## config.mk

```make
export PLATFORM = sky130hd
export DESIGN_NAME = deflection_power_state_sequencer
export DESIGN_NICKNAME = d
export VERILOG_FILES = /design/src/shared/deflection_seq_pkg.sv /design/src/hdl/deflection_power_state_sequencer.sv /design/src/hdl/supply_level_filter.sv
export SDC_FILE = /design/constraint.sdc
export NUM_CORES = 1
export LEC_CHECK = 0
export BUFFER_PORTS_ARGS = -buffer_cell sky130_fd_sc_hd__buf_2
export CAP_MARGIN = 20
export CORE_AREA = 2 2 101 103
export CTS_CLUSTER_SIZE = 25
export DETAILED_ROUTE_END_ITERATION = 6
export DIE_AREA = 0 0 103 105
export PLACE_DENSITY = 0.78
export SYNTH_ARGS = -nofsm -noshare
export SYNTH_HDL_FRONTEND = slang
export SYNTH_SLANG_ARGS = --single-unit
```

## constraint.sdc

```tcl
create_clock -name sys_clk -period 4.3 [get_ports sys_clk]
set_clock_uncertainty 0.05 [all_clocks]
set_input_delay 0.86 -clock sys_clk [delete_from_list [all_inputs] [get_ports sys_clk]]
set_output_delay 0.86 -clock sys_clk [all_outputs]
set_load 0.005 [all_outputs]
```

## src/shared/deflection_seq_pkg.sv

```systemverilog
// Constants and types for the deflection power-state sequencer
package deflection_seq_pkg;

  localparam int CLK_FREQ_MHZ = 125;

  // Supply comparator and fault filter
  localparam int FILTER_TIME_NS = 400;
  localparam int FILTER_CYCLES  = (FILTER_TIME_NS * CLK_FREQ_MHZ + 999) / 1000;

  // Duty ramp step time during soft-start and soft-down
  localparam int RAMP_STEP_US     = 10;
  localparam int RAMP_STEP_CYCLES = RAMP_STEP_US * CLK_FREQ_MHZ;

  // Supply level channels
  localparam int LVL_COUNT = 3;
  localparam int LVL_8V1   = 0;
  localparam int LVL_8V3   = 1;
  localparam int LVL_8V6   = 2;
  localparam int CHAN_COUNT = 4;
  localparam int CHAN_FAULT = 3;

  // Control register
  localparam logic [6:0] CTRL_SUBADDR       = 7'h1A;
  localparam int         SUBADDR_BUF_POS    = 7;
  localparam int         STANDBY_BIT_POS    = 0;
  localparam int         SOFT_START_BIT_POS = 1;
  localparam logic       STANDBY_RESET      = 1'b1;
  localparam logic       SOFT_START_RESET   = 1'b0;

  // Write transfer length: address, subaddress, data
  localparam logic [3:0] XFER_WRITE_BYTES = 4'h3;

  // Drive duty limits
  localparam logic [7:0] DUTY_MIN = 8'h00;
  localparam logic [7:0] DUTY_MAX = 8'hFF;

  typedef enum logic [2:0] {
    ST_POR        = 3'b000,
    ST_STANDBY    = 3'b001,
    ST_SUPPLY_ON  = 3'b010,
    ST_SOFT_START = 3'b011,
    ST_FULL       = 3'b100,
    ST_SOFT_DOWN  = 3'b101,
    ST_DIP_DOWN   = 3'b110,
    ST_PROTECT    = 3'b111
  } seq_state_t;

endpackage

```

## src/hdl/deflection_power_state_sequencer.sv

```systemverilog
// Power-state sequencer: POR, standby, soft-start, soft-down, protection, dips
// Behaviour
// - No acknowledge while power-on reset holds, supply below 8.3 V.
// - Leaving power-on reset enters standby with both control bits at start values.
// - Other control registers are undefined after power-on reset until written.
// - Sync-unlock flag high in standby, supply-on and soft-start.
// - Standby bit at 0 enables internal supply, output stages stay off.
// - Below 8.6 V writes cannot set the soft-start release bit.
// - Only complete three-byte write transfers change a register.
// - Soft-start ramps both duties up, enables ramps and both loops.
// - In full operation sync-unlock flag is low while first loop locked.
// - In full operation direct writes reach outputs at once.
// - Full operation is left by clearing soft-start, by a protection fault, or by power-down.
// - Soft-down lowers converter duty first, then line duty.
// - Protection floats drives, ramps, flag; blanks continuously; loops off.
// - Protection keeps all register contents.
// - Protection exits to standby, to soft-start, or on supply below 8.1 V.
// - Standby floats drivers and loses all registers except the two bits.
// - Dip below 8.6 V runs soft-down then internal soft-start.
// - Dip below 8.1 V disables drivers at once and enters standby.
// - Standby bit is bit 0 of subaddress 1A; 1 disables supply.
// - Soft-start release is bit 1 of subaddress 1A; 1 releases ramp pin.
// - Protection logic may clear both control bits by itself.
// - Subaddress MSB selects direct or buffered write mode.
`timescale 1ns/1ns
module deflection_power_state_sequencer
  import deflection_seq_pkg::*;
#(
  parameter int FILT_LEN  = FILTER_CYCLES,
  parameter int RAMP_STEP = RAMP_STEP_CYCLES
)
(
  input  wire logic                 sys_clk,
  input  wire logic                 nrst,
  input  wire logic [LVL_COUNT-1:0] supply_above_async,
  input  wire logic                 protect_fault_async,
  input  wire logic                 first_frequency_loop_locked,
  input  wire logic                 frame_flyback,
  input  wire logic                 xfer_done,
  input  wire logic [3:0]           xfer_byte_count,
  input  wire logic [7:0]           xfer_subaddr,
  input  wire logic [7:0]           xfer_data,
  output logic                      ack_enable,
  output logic                      standby_request_bit,
  output logic                      soft_start_release_bit,
  output logic                      internal_supply_enable,
  output logic                      line_drive_output_oe,
  output logic                      converter_drive_output_oe,
  output logic [7:0]                line_duty,
  output logic [7:0]                converter_duty,
  output logic                      frame_ramp_output_a_oe,
  output logic                      frame_ramp_output_b_oe,
  output logic                      first_frequency_loop_enable,
  output logic                      second_phase_loop_enable,
  output logic                      sync_unlock_flag,
  output logic                      sync_unlock_flag_oe,
  output logic                      clamp_blank_output,
  output logic                      regs_retained,
  output logic                      reg_wr_strobe,
  output logic [6:0]                reg_wr_subaddr,
  output logic [7:0]                reg_wr_data,
  output logic [2:0]                seq_state
);

  localparam int RW = $clog2(RAMP_STEP + 1);

  logic                  rst_meta_r;
  logic                  rst_n;
  logic [CHAN_COUNT-1:0] chan_async;
  logic [CHAN_COUNT-1:0] chan_clean;
  logic                  ok_8v1;
  logic                  ok_8v3;
  logic                  ok_8v6;
  logic                  fault;
  seq_state_t            state_r;
  seq_state_t            state_nxt;
  logic [RW-1:0]         ramp_cnt_r;
  logic                  step_en;
  logic                  wr_ok;
  logic                  wr_direct;
  logic                  wr_buffered;
  logic                  pend_valid_r;
  logic [6:0]            pend_addr_r;
  logic [7:0]            pend_data_r;
  logic                  apply_en;
  logic [6:0]            apply_addr;
  logic [7:0]            apply_data;
  logic                  ctrl_wr;
  logic                  ctrl_wr_r;
  logic                  hw_clear;
  logic                  duties_max;
  logic                  duties_zero;
  logic                  drive_on_nxt;

  // Reset release through two flip-flops
  always_ff @(posedge sys_clk or negedge nrst)
  begin
    if (!nrst)
    begin
      rst_meta_r <= 1'b0;
      rst_n      <= 1'b0;
    end
    else
    begin
      rst_meta_r <= 1'b1;
      rst_n      <= rst_meta_r;
    end
  end

  assign chan_async = {protect_fault_async, supply_above_async};

  // Comparator and fault inputs, synchronised and filtered
  generate
    for (genvar i = 0; i < CHAN_COUNT; i++)
    begin : g_filt
      supply_level_filter #(
        .LEN       (FILT_LEN),
        .RESET_VAL (1'b0)
      ) u_filt (
        .sys_clk     (sys_clk),
        .rst_n       (rst_n),
        .level_async (chan_async[i]),
        .level_clean (chan_clean[i])
      );
    end
  endgenerate

  assign ok_8v1 = chan_clean[LVL_8V1];
  assign ok_8v3 = chan_clean[LVL_8V3];
  assign ok_8v6 = chan_clean[LVL_8V6];
  assign fault  = chan_clean[CHAN_FAULT];

  // Ramp step divider
  always_ff @(posedge sys_clk or negedge rst_n)
  begin
    if (!rst_n)
      ramp_cnt_r <= '0;
    else if (ramp_cnt_r == RW'(RAMP_STEP - 1))
      ramp_cnt_r <= '0;
    else
      ramp_cnt_r <= ramp_cnt_r + 1'b1;
  end

  assign step_en = (ramp_cnt_r == RW'(RAMP_STEP - 1));

  // Write decode, complete three-byte transfers only
  assign wr_ok       = xfer_done && (xfer_byte_count == XFER_WRITE_BYTES)
                       && (state_r != ST_POR);
  assign wr_direct   = wr_ok && !xfer_subaddr[SUBADDR_BUF_POS];
  assign wr_buffered = wr_ok && xfer_subaddr[SUBADDR_BUF_POS];

  // Direct writes apply at once, buffered ones at frame flyback
  always_comb
  begin
    apply_en   = 1'b0;
    apply_addr = xfer_subaddr[6:0];
    apply_data = xfer_data;
    if (wr_direct)
    begin
      apply_en = 1'b1;
    end
    else if (pend_valid_r && frame_flyback)
    begin
      apply_en   = 1'b1;
      apply_addr = pend_addr_r;
      apply_data = pend_data_r;
    end
  end

  assign ctrl_wr = apply_en && (apply_addr == CTRL_SUBADDR);

  // Pending buffered write; a new write wins over consumption
  always_ff @(posedge sys_clk or negedge rst_n)
  begin
    if (!rst_n)
    begin
      pend_valid_r <= 1'b0;
      pend_addr_r  <= 7'h00;
      pend_data_r  <= 8'h00;
    end
    else if (state_nxt == ST_POR)
    begin
      pend_valid_r <= 1'b0;
    end
    else if (wr_buffered)
    begin
      pend_valid_r <= 1'b1;
      pend_addr_r  <= xfer_subaddr[6:0];
      pend_data_r  <= xfer_data;
    end
    else if (frame_flyback && !wr_direct)
    begin
      pend_valid_r <= 1'b0;
    end
  end

  // Strobe for the other control registers
  always_ff @(posedge sys_clk or negedge rst_n)
  begin
    if (!rst_n)
    begin
      reg_wr_strobe  <= 1'b0;
      reg_wr_subaddr <= 7'h00;
      reg_wr_data    <= 8'h00;
      ctrl_wr_r      <= 1'b0;
    end
    else
    begin
      reg_wr_strobe  <= apply_en && !ctrl_wr;
      reg_wr_subaddr <= apply_addr;
      reg_wr_data    <= apply_data;
      ctrl_wr_r      <= ctrl_wr && !hw_clear;
    end
  end

  // Hardware resets both control bits on POR or supply below 8.1 V
  assign hw_clear = (state_nxt == ST_POR) || ((state_r != ST_POR) && !ok_8v1);

  always_ff @(posedge sys_clk or negedge rst_n)
  begin
    if (!rst_n)
    begin
      standby_request_bit    <= STANDBY_RESET;
      soft_start_release_bit <= SOFT_START_RESET;
    end
    else if (hw_clear)
    begin
      standby_request_bit    <= STANDBY_RESET;
      soft_start_release_bit <= SOFT_START_RESET;
    end
    else if (ctrl_wr)
    begin
      standby_request_bit <= apply_data[STANDBY_BIT_POS];
      if (ok_8v6 || !apply_data[SOFT_START_BIT_POS])
        soft_start_release_bit <= apply_data[SOFT_START_BIT_POS];
    end
  end

  assign duties_max  = (line_duty == DUTY_MAX) && (converter_duty == DUTY_MAX);
  assign duties_zero = (line_duty == DUTY_MIN) && (converter_duty == DUTY_MIN);

  // Next state
  always_comb
  begin
    state_nxt = state_r;
    if (state_r != ST_POR && !ok_8v1)
    begin
      state_nxt = ST_STANDBY;
    end
    else
    begin
      case (state_r)
        ST_POR:
          if (ok_8v3)
            state_nxt = ST_STANDBY;
        ST_STANDBY:
          if (!standby_request_bit)
            state_nxt = ST_SUPPLY_ON;
        ST_SUPPLY_ON:
          if (standby_request_bit)
            state_nxt = ST_STANDBY;
          else if (soft_start_release_bit)
            state_nxt = ST_SOFT_START;
        ST_SOFT_START, ST_FULL:
          if (fault)
            state_nxt = ST_PROTECT;
          else if (!ok_8v6)
            state_nxt = ST_DIP_DOWN;
          else if (!soft_start_release_bit)
            state_nxt = ST_SOFT_DOWN;
          else if (state_r == ST_SOFT_START && duties_max)
            state_nxt = ST_FULL;
        ST_SOFT_DOWN:
          if (duties_zero)
            state_nxt = standby_request_bit ? ST_STANDBY : ST_SUPPLY_ON;
        ST_DIP_DOWN:
          if (duties_zero && ok_8v6)
            state_nxt = soft_start_release_bit ? ST_SOFT_START : ST_SUPPLY_ON;
        ST_PROTECT:
          if (ctrl_wr_r && soft_start_release_bit)
            state_nxt = ST_SOFT_START;
          else if (ctrl_wr_r && standby_request_bit)
            state_nxt = ST_STANDBY;
        default:
          state_nxt = ST_POR;
      endcase
    end
  end

  always_ff @(posedge sys_clk or negedge rst_n)
  begin
    if (!rst_n)
      state_r <= ST_POR;
    else
      state_r <= state_nxt;
  end

  // Duty ramps
  always_ff @(posedge sys_clk or negedge rst_n)
  begin
    if (!rst_n)
    begin
      line_duty      <= DUTY_MIN;
      converter_duty <= DUTY_MIN;
    end
    else if (state_nxt == ST_POR || state_nxt == ST_STANDBY || state_nxt == ST_SUPPLY_ON
             || state_nxt == ST_PROTECT)
    begin
      line_duty      <= DUTY_MIN;
      converter_duty <= DUTY_MIN;
    end
    else if (step_en && state_r == ST_SOFT_START)
    begin
      if (line_duty != DUTY_MAX)
        line_duty <= line_duty + 1'b1;
      if (converter_duty != DUTY_MAX)
        converter_duty <= converter_duty + 1'b1;
    end
    else if (step_en && (state_r == ST_SOFT_DOWN || state_r == ST_DIP_DOWN))
    begin
      if (converter_duty != DUTY_MIN)
        converter_duty <= converter_duty - 1'b1;
      else if (line_duty != DUTY_MIN)
        line_duty <= line_duty - 1'b1;
    end
  end

  assign drive_on_nxt = (state_nxt == ST_SOFT_START) || (state_nxt == ST_FULL)
                        || (state_nxt == ST_SOFT_DOWN) || (state_nxt == ST_DIP_DOWN);

  // Output stage enables, registered from the next state
  always_ff @(posedge sys_clk or negedge rst_n)
  begin
    if (!rst_n)
    begin
      ack_enable                  <= 1'b0;
      internal_supply_enable      <= 1'b0;
      line_drive_output_oe        <= 1'b0;
      converter_drive_output_oe   <= 1'b0;
      frame_ramp_output_a_oe      <= 1'b0;
      frame_ramp_output_b_oe      <= 1'b0;
      first_frequency_loop_enable <= 1'b0;
      second_phase_loop_enable    <= 1'b0;
      clamp_blank_output          <= 1'b0;
      regs_retained               <= 1'b0;
      seq_state                   <= ST_POR;
    end
    else
    begin
      ack_enable                  <= (state_nxt != ST_POR);
      internal_supply_enable      <= (state_nxt != ST_POR) && (state_nxt != ST_STANDBY);
      line_drive_output_oe        <= drive_on_nxt;
      converter_drive_output_oe   <= drive_on_nxt;
      frame_ramp_output_a_oe      <= drive_on_nxt;
      frame_ramp_output_b_oe      <= drive_on_nxt;
      first_frequency_loop_enable <= drive_on_nxt;
      second_phase_loop_enable    <= drive_on_nxt;
      clamp_blank_output          <= (state_nxt == ST_PROTECT);
      regs_retained               <= (state_nxt != ST_POR)
                                     && (state_nxt != ST_STANDBY);
      seq_state                   <= state_nxt;
    end
  end

  // Sync-unlock flag
  always_ff @(posedge sys_clk or negedge rst_n)
  begin
    if (!rst_n)
    begin
      sync_unlock_flag    <= 1'b1;
      sync_unlock_flag_oe <= 1'b1;
    end
    else
    begin
      sync_unlock_flag    <= (state_nxt == ST_FULL) ? !first_frequency_loop_locked
                                                    : 1'b1;
      sync_unlock_flag_oe <= (state_nxt != ST_PROTECT);
    end
  end
endmodule

```

## src/hdl/supply_level_filter.sv

```systemverilog
// Two-stage synchroniser and persistence filter for one comparator input
`timescale 1ns/1ns
module supply_level_filter
  import deflection_seq_pkg::*;
#(
  parameter int   LEN       = FILTER_CYCLES,
  parameter logic RESET_VAL = 1'b0
)
(
  input  wire logic sys_clk,
  input  wire logic rst_n,
  input  wire logic level_async,
  output logic      level_clean
);

  localparam int CW = $clog2(LEN + 1);

  logic          meta_r;
  logic          sync_r;
  logic [CW-1:0] count_r;

  // Synchroniser
  always_ff @(posedge sys_clk or negedge rst_n)
  begin
    if (!rst_n)
    begin
      meta_r <= RESET_VAL;
      sync_r <= RESET_VAL;
    end
    else
    begin
      meta_r <= level_async;
      sync_r <= meta_r;
    end
  end

  // Output follows only a level that persists for LEN cycles
  always_ff @(posedge sys_clk or negedge rst_n)
  begin
    if (!rst_n)
    begin
      count_r     <= '0;
      level_clean <= RESET_VAL;
    end
    else if (sync_r == level_clean)
    begin
      count_r <= '0;
    end
    else if (count_r == CW'(LEN - 1))
    begin
      count_r     <= '0;
      level_clean <= sync_r;
    end
    else
    begin
      count_r <= count_r + 1'b1;
    end
  end

endmodule

```

**Word level (Yosys, flattened, before mapping)**

Cells that the tools add are included.

- $add $sub $neg: 9
- Equality and inequality tests: 34
- Multiplexer cells: 51
- Bitwise gates (word level): 5
- Reduce and logical (&&, ||, !) cells: 58

Operators with widths:

| kind | number |
|---|---|
| $mux 8 | 13 |
| $mux 6 | 8 |
| $mux 3 | 13 |
| $add 6x1->6 const B | 4 |
| $eq 3x3->1 const B | 8 |
| $eq 6x6->1 const B | 4 |
| $pmux 3 s7 | 1 |
| $logic_and 1x1->1 | 19 |
| $reduce_bool 3->1 | 6 |
| $add 8x1->8 const B | 2 |
| $eq 8x8->1 const B | 2 |
| $logic_not 8->1 | 2 |
| $ne 8x8->1 const B | 2 |
| $reduce_bool 8->1 | 2 |
| $sub 8x1->8 const B | 2 |
| $mux 7 | 2 |
| $eq 3x2->1 const B | 4 |
| $mux 1 | 12 |
| $reduce_and 2->1 | 6 |
| $add 11x1->11 const B | 1 |
| $eq 11x11->1 const B | 1 |
| $mux 11 | 1 |
| $logic_or 1x1->1 | 9 |
| $eq 7x5->1 const B | 1 |
| 14 further kinds | 32 |

- Register bits: 109
- Input bits: 29
- Output and inout port bits: 49

**Depth between registers and ports, before layout**

Gate-level depths: netlist (run 1).

- Depth in word-level cells: 15
- Gate-level depth with buffers: 13

**By module**

From an unflattened synthesis (run 1), not the netlist that was laid out.

- Cell total of the unflattened synthesis: 481
- Area total of the unflattened synthesis: 5446.5 µm²

By module, submodules not included:

| module | instances | cells an instance | area an instance (µm²) | seq. area each (µm²) |
|---|---|---|---|---|
| deflection_power_state_sequencer | 1 | 353 | 3920.0 | 1830.5 |
| supply_level_filter | 4 | 32 | 381.6 | 225.2 |

**Worst setup path after synthesis (run 1)**

No wires, ideal clock.

- Kind: register to register
- From: register ramp_cnt_r[8]
- To: register line_duty[7]
- Library setup time: 0.088 ns
- Arrival time: 3.383 ns
- Data required time: 4.162 ns
- Setup slack: 0.779 ns
- Stages on the path, launching flop included: 10
- Path through: dfrtp_1 > or4b_2 > nor3_4 > nand2_1 > ha_1 > or3_1 > a21oi_1 > nor3_1 > or4b_2 > a41oi_1

- Longest elaborated chain between the ends: 4
- Elaborated cells between the ends (all ways): 10
- Classes of those cells: eq/ne (3); mux (2); reduce/logical (5)

Ends and longest elaborated chain:

| what | RTL line | RTL |
|---|---|---|
| start, declared | deflection_power_state_sequencer.sv:77 | `logic [RW-1:0] ramp_cnt_r;` |
| start signal, assigned | deflection_power_state_sequencer.sv:141 | `ramp_cnt_r <= ramp_cnt_r + 1'b1;` |
| $eq 11x11->1 * | deflection_power_state_sequencer.sv:144 | `assign step_en = (ramp_cnt_r == RW'(RAMP_STEP - 1));` |
| $logic_and 1x1->1, on equally long branches | deflection_power_state_sequencer.sv:312, deflection_power_state_sequencer.sv:319 |  |
| $ne 3x2->1 (no line) (tied with other cells) | -- |  |
| $reduce_and 4->1 (no line) or $mux 8 (tied branches) | -- |  |
| end signal, assigned | deflection_power_state_sequencer.sv:315 | `line_duty <= line_duty + 1'b1;` |
| end signal, assigned | deflection_power_state_sequencer.sv:324 | `line_duty <= line_duty - 1'b1;` |
| end, declared | deflection_power_state_sequencer.sv:49 | `output logic [7:0] line_duty,` |

Every way passes the cells marked *; elsewhere a longest branch is shown, timed or not.
A chain may end at the register's enable or synchronous reset.

**Worst setup path after layout (run 1)**

Same ends and word-level chain as after synthesis.

==> impl_results.md, run 1 <==
* Gr ovfl total at 0
* Synth area leader: dfrtp_1
* Clock Latency Late Sink at 0.37 ns
* Post-synth cell types at 70
* Post-cts sizing count at 0
* Crit path max-delay family: simple AND/OR/NAND/NOR gates
* Fin Hold WS at 0.2020 ns
* Register Area at 0.002735 mm2
* Core area at 0.009639 mm2
* Critical Path RT at 4.55 ns
* P_leak at between 2 and 3 nW
* Setup ws final at 0.3075 ns
* Power Internal at 1.415 mW
* Final period utilization at 92.85%
* Critical path's slowest cell: or4b_2
* PortBufs at 77
* Layout area overhead at 12.71%
* Post-synth ARST share at 100.0%
* Post-synth top area share at 48.98%
* Worst-path fanout max at 13
* Startpoint type of the worst setup path: flip-flop
* #FFs+latches synth at 109
* Comb power frac at 5.4%
* CP most frequent cell: or4b_2
* R2R depth at 10
* VDD IR-drop max at 0.2548 mV
* CTS tree: built
* PD cells at 302.3 mW/mm2
* Sw frac at 23.28%
* I/O Pins at 78
* Layout cells sized above 1 at 27.53%
* Wire length per cell at roughly 15 um
* GRT Util Overall at between 20% and 30%
* Worst path bufs/invs at 1
* Pin count of the biggest net entering global routing at 70
* Vias at 3,837
* Dpl cells at roughly 700
* Hold Crit Class: input pin to asynchronous set/reset pin
* Synthesized area at 0.005415 mm2
* Net count after synthesis at 536
* DRT Wirelength at 10,570 um
* TritonCTS sink count at 109
* 1st-pass router iterations at 4
* Post-layout min period at between 3 and 4 ns
* CTS buffer count at 9
* Sequential element share of the synthesized area at 50.44%
* CTS Hold Bufs at 0
* CP Data Arrival Time at 4.24 ns
* Pre-CTS setup slack at about 0.27 ns
* EDFF count, synth at 0
* Crit path kind: flip-flop to flip-flop
* Multi-input logic area at 0.002514 mm2
* Drt initial violations at 200
* Starting Density at around 56%
* H-tree depth at 3
* R2r endpoint: line_duty[7]
* Detail Route Antenna Nets at 0
* Fmax at 0.2505 GHz
* Ranking of synthesized cells by area: dfrtp_1 49%, mux2_2 7.5%, ha_1 5.1%, nor2_1 4.3%, xnor2_1 3.4%
* Count leader, synth: dfrtp_1
* Maxcap violations at 0
* Max_slew headroom at between 40% and 50%
* Clock Power Share at between 30% and 40%
* GP Congestion at 0.8418
* Synth Flop Type: dfrtp_1
* Avg Vias per Cell at 5.513
* Flop pwr share at approximately three fifths
* Syn avg cell area at 11.21 um2
* Unrepaired setup endpoints after global routing: false
* First-pass GRT wire length at between 15,000 and 20,000 um
* Reg clk slew, reported paths at 0.10 ns
* Setup Viol. Count Final at 0
* CP cell instances: or4b_2, nor3_4, nand2_1, ha_1, inv_1, o211ai_1, a21oi_1, o21ai_0, or4b_2, a41oi_1
* Worst slew pin tran at between 0.8 and 0.9 ns
* DP Wirelength at 7659 um
* Clock Root Buffer: clkbuf_8
* Crit Reg-Reg Startpoint: ramp_cnt_r[8]
* Initial antenna violation count at 0
* Fin cells at 696
* Largest stage delay on the critical path at 0.71 ns
* DRC viols at 0
* DIE AREA at 0.01082 mm2
* Vias in the first global route at 3,833
* Synth Warn # at 0
* Fill cell count at 807
* Hold violation count in the final report at 0
* Reg-to-reg setup timing slack at just over 0.3 ns
* Final Slew Violations at 0
* Die height at 105 um
* Clock Tree Buf Depth at 2
* Crit. path cell count at 10
* Status: complete, no violations
* Post-CTS setup buffer count at 0
* Setup TNS at 0 ns
* Die X at 103 um
* Switching power at 429.5 uW
* Row count at 36
* CP endpoint kind: flip-flop
* Layout Utilization at 63.32%
* Post-Syn Instances at 483
* Inserted Diodes at 0
* Commonest cells post-synth: 106 x dfrtp_1, 62 x nor2_1, 36 x mux2_2, 24 x nand2_1, 22 x ha_1
* Nets at 612
final cells by class:
class | count | share of cell area (%)
sequential | 109 | 44.81
clock buffer | 10 | 2.255
tap | 133 | 2.727
clock inverter | 5 | 0.9840
inverter | 22 | 1.353
timing repair buffer | 80 | 6.683
multi-input combinational | 337 | 41.18
worst max path at each step:
stage                  startpoint                end  slack, ns
floorplan           ramp_cnt_r[8]       line_duty[7]       0.78
global route        ramp_cnt_r[1]  converter_duty[7]       0.05
finish              ramp_cnt_r[8]       line_duty[7]       0.31
detailed placement  ramp_cnt_r[8]  converter_duty[7]       0.27
global placement    ramp_cnt_r[8]       line_duty[7]       0.53
CTS                 ramp_cnt_r[8]       line_duty[7]       0.32
placed cells by master (no fill, tap or decap), types with 14 or more instances in the layout:
cell,n
inv_1,20
dfrtp_1,105
nand3_1,14
xor2_1,17
xnor2_1,21
ha_1,22
nor2_1,62
buf_2,77
mux2_2,36
nand2_1,24
sequential cells by signal (all words and copies together) (netlist names), 3 cells and up:
register	cells
reg_wr_subaddr	7
line_duty	8
g_filt.u_filt.sync_r	4
g_filt.u_filt.level_clean	4
ramp_cnt_r	11
g_filt.u_filt.count_r	24
reg_wr_data	8
seq_state	3
converter_duty	8
pend_addr_r	7
g_filt.u_filt.meta_r	4
pend_data_r	8
cell families after synthesis:
group | synth area share (%)
other | 0.06925
AND/OR/NAND/NOR | 16.41
AO/OA/AOI/OAI | 8.226
flip-flops | 50.44
buffers and inverters | 3.142
XOR/XNOR | 6.146
multiplexers | 9.751
adder cells (fa/ha/maj) | 5.823
per-stage QoR:
stage | area [um2] | total power [mW]
floorplan | 5415 | 1.188
global placement | 5906 | 1.226
detailed placement | 5906 | 1.236
CTS | 6103 | 1.870
global route | 6103 | 1.928
finish | 6103 | 1.845
power groups by stage:
stage | combinational, mW | clock [mW] | sequential, mW
global placement | 0.0950 | 0 | 1.13
finish | 0.0989 | 0.632 | 1.11
CTS | 0.101 | 0.654 | 1.12
detailed placement | 0.100 | 0 | 1.14
global route | 0.113 | 0.692 | 1.12
floorplan | 0.0576 | 0 | 1.13
per-layer routing:
metal  up-vias  share of wire [%]  global-route usage, %
met1      1885                 43                  27.75
met4         0                1.8                  7.989
met3        20                5.3                  5.351
met5         -                  0                      0
li1       1841                  -                      -
met2        91                 50                  33.35
Power figures use the tool's default switching activity.
==> inputs of run 2 (changes only) <==
--- a/config.mk
+++ b/config.mk
@@ -12,6 +12,7 @@
 export DETAILED_ROUTE_END_ITERATION = 6
 export DIE_AREA = 0 0 103 105
 export PLACE_DENSITY = 0.78
+export SETUP_SLACK_MARGIN = 0.5
 export SYNTH_ARGS = -nofsm -noshare
 export SYNTH_HDL_FRONTEND = slang
 export SYNTH_SLANG_ARGS = --single-unit
==> run 2 against run 1 <==
Critical path depth unchanged. Via count grew 0.13%. Global-route usage hardly changed. Fmax up 11%. Die area is the same. Clock power hardly changed. Non-clock buffer count is 2 higher. Sequential share of layout area is 0.17 points lower. Sequential power about the same. Design area up 0.39%. Combinational power is essentially flat. Register-to-register slack gained 0.39 ns. Critical endpoint unchanged.
==> impl_results.md, run 2 (synthesis results as in run 1) <==
* Reg clk slew, reported paths at 0.10 ns
* CP Data Arrival Time at a little under 4 ns
* Status: complete, no violations
* Largest register FFs at 24
* Wire length per cell at 15.29 um
* CTS buffer count at 9
* Die X at 103 um
* DP Wirelength at 7659 um
* PortBufs at between 70 and 80
* Avg Vias per Cell at 5.504
* Vias in the first global route at around 3,800
* Worst slew pin tran at ~0.85 ns
* PD cells at 301.6 mW/mm2
* Sw frac at 23.40%
* Critical Path RT at 4.55 ns
* Clock Latency Late Sink at 0.38 ns
* P_leak at 2.878 nW
* Nets at about 610
* First-pass GRT wire length at 18,000 um
* Crit path kind: flip-flop to flip-flop
* Switching power at 432.4 uW
* Largest stage delay on the critical path at 0.72 ns
* Setup Viol. Count Final at 0
* DIE AREA at 0.01082 mm2
* DRT Wirelength at 10,670 um
* Fin Hold WS at 0.1969 ns
* Row count at 36
* Die height at between 100 and 150 um
* CTS tree: built
* Inserted Diodes at 0
* GP Congestion at 0.8418
* Most common cell after layout, fill and taps aside: dfrtp_1
* Critical path's slowest cell: or4b_2
* Post-layout min period at 3.607 ns
* 1st-pass router iterations at 4
* Starting Density at between 50% and 60%
* Layout cells sized above 1 at 27.96%
* CTS Hold Bufs at 0
* Hold violation count in the final report at 0
* Unrepaired setup endpoints after global routing: false
* TritonCTS sink count at 109
* Final Slew Violations at 0
* Drt initial violations at 188
* Startpoint type of the worst setup path: flip-flop
* Initial antenna violation count at 0
* Comb power frac at ~5.4%
* I/O Pins at 78
* Max_slew headroom at 43.21%
* VDD IR-drop max at 0.2553 mV
* Maxcap violations at 0
* Clock Tree Buf Depth at 2
* Largest registers: g_filt.u_filt.count_r x24, ramp_cnt_r x11
* Fmax at 0.2772 GHz
* Setup TNS at 0 ns
* Hold Crit Class: input pin to asynchronous set/reset pin
* Clock Root Buffer: clkbuf_8
* Worst-path fanout max at 13
* Gr ovfl total at 0
* Layout area overhead at 13.15%
* CP cell instances: or4b_2, nor3_4, nand2_4, ha_1, a21oi_1, o211ai_1, a21oi_1, nor3_1, or4b_2, a41oi_1
* Detail Route Antenna Nets at 0
* Core area at 0.009639 mm2
* Most frequent cells in the layout: 105 x dfrtp_1, 77 x buf_2, 62 x nor2_1, 36 x mux2_2, 23 x nand2_1
* Clock Power Share at 34.4%
* GRT Util Overall at approximately a fifth
* DRC viols at 0
* CP endpoint kind: flip-flop
* Pin count of the biggest net entering global routing at 70
* Flop pwr share at 60.3%
* Final period utilization at a little over four fifths
* Reg with most FFs: g_filt.u_filt.count_r
* H-tree depth at 3
* Vias at 3,842
* Power Internal at about 1.4 mW
run 2: critical path: cells and delay by family, from the launching register on:
| family | cells | cell delay [ns] |
|---|---|---|
| compound gates | 4 | 0.82 |
| fa+ha+maj | 1 | 0.30 |
| flops | 1 | 0.43 |
| simple gates | 5 | 1.93 |
run 2: final cells by class:
cell class | count | area (um2)
fillers | 802 | 3512
flip-flops and latches | 109 | 2735
multi-input cells | 337 | 2522
repair buffers | 82 | 422.9
well taps | 133 | 166.4
clock buffers | 10 | 137.6
inverters | 22 | 82.58
clock inverters | 5 | 60.06
run 2: repair_timing:
action / CTS / global route
endpoints found under the setup margin: 2 / 2
pin swaps: 0 / 1
resized for setup: 2 / 1
setup buffers: 0 / 2
run 2: metrics by stage:
stage	util [%]	power (mW)	std cells	setup WS [ns]	instance area, um2
2_1_floorplan	-	1.188	483	0.7789	5415
3_3_place_gp	61.27	1.226	681	0.5332	5906
3_5_place_dp	61.27	1.236	681	0.2721	5906
4_1_cts	63.40	1.870	696	0.5748	6111
5_1_grt	63.56	1.928	698	0.5096	6127
6_report	63.56	1.848	698	0.6931	6127
run 2: path summary, 6_finish.rpt:
path                            depth (start not counted)  slack, ns               startpoint                          end
worst max-delay path                                   10       0.69            ramp_cnt_r[8]                 line_duty[7]
worst min-delay path                                    1       0.20                     nrst                        rst_n
worst max register to register                         10       0.69            ramp_cnt_r[8]                 line_duty[7]
worst min register to register                          0       0.31  g_filt[3].u_filt.meta_r      g_filt[3].u_filt.sync_r
max in group asynchronous                               1       2.80                    rst_n  g_filt[1].u_filt.count_r[2]
min in group sys_clk                                    0       0.31  g_filt[3].u_filt.meta_r      g_filt[3].u_filt.sync_r
run 2: routing by layer:
layer  routed length (um)  vias to the layer above  share of wire [%]  track usage (%)
met5                    0                        -                  0                0
met3                  563                       20                5.3            5.351
li1                     -                     1849                  -                -
met2                 5303                       88                 50            33.40
met4                  208                        0                1.9            7.989
met1                 4596                     1885                 43            27.75
run 2: power groups by stage:
stage	Sequential (mW)	Combinational, mW	Clock [mW]
2_1_floorplan	1.13	0.0576	0
3_3_place_gp	1.13	0.0950	0
3_5_place_dp	1.14	0.100	0
4_1_cts	1.12	0.101	0.654
5_1_grt	1.12	0.113	0.692
6_report	1.11	0.0989	0.635
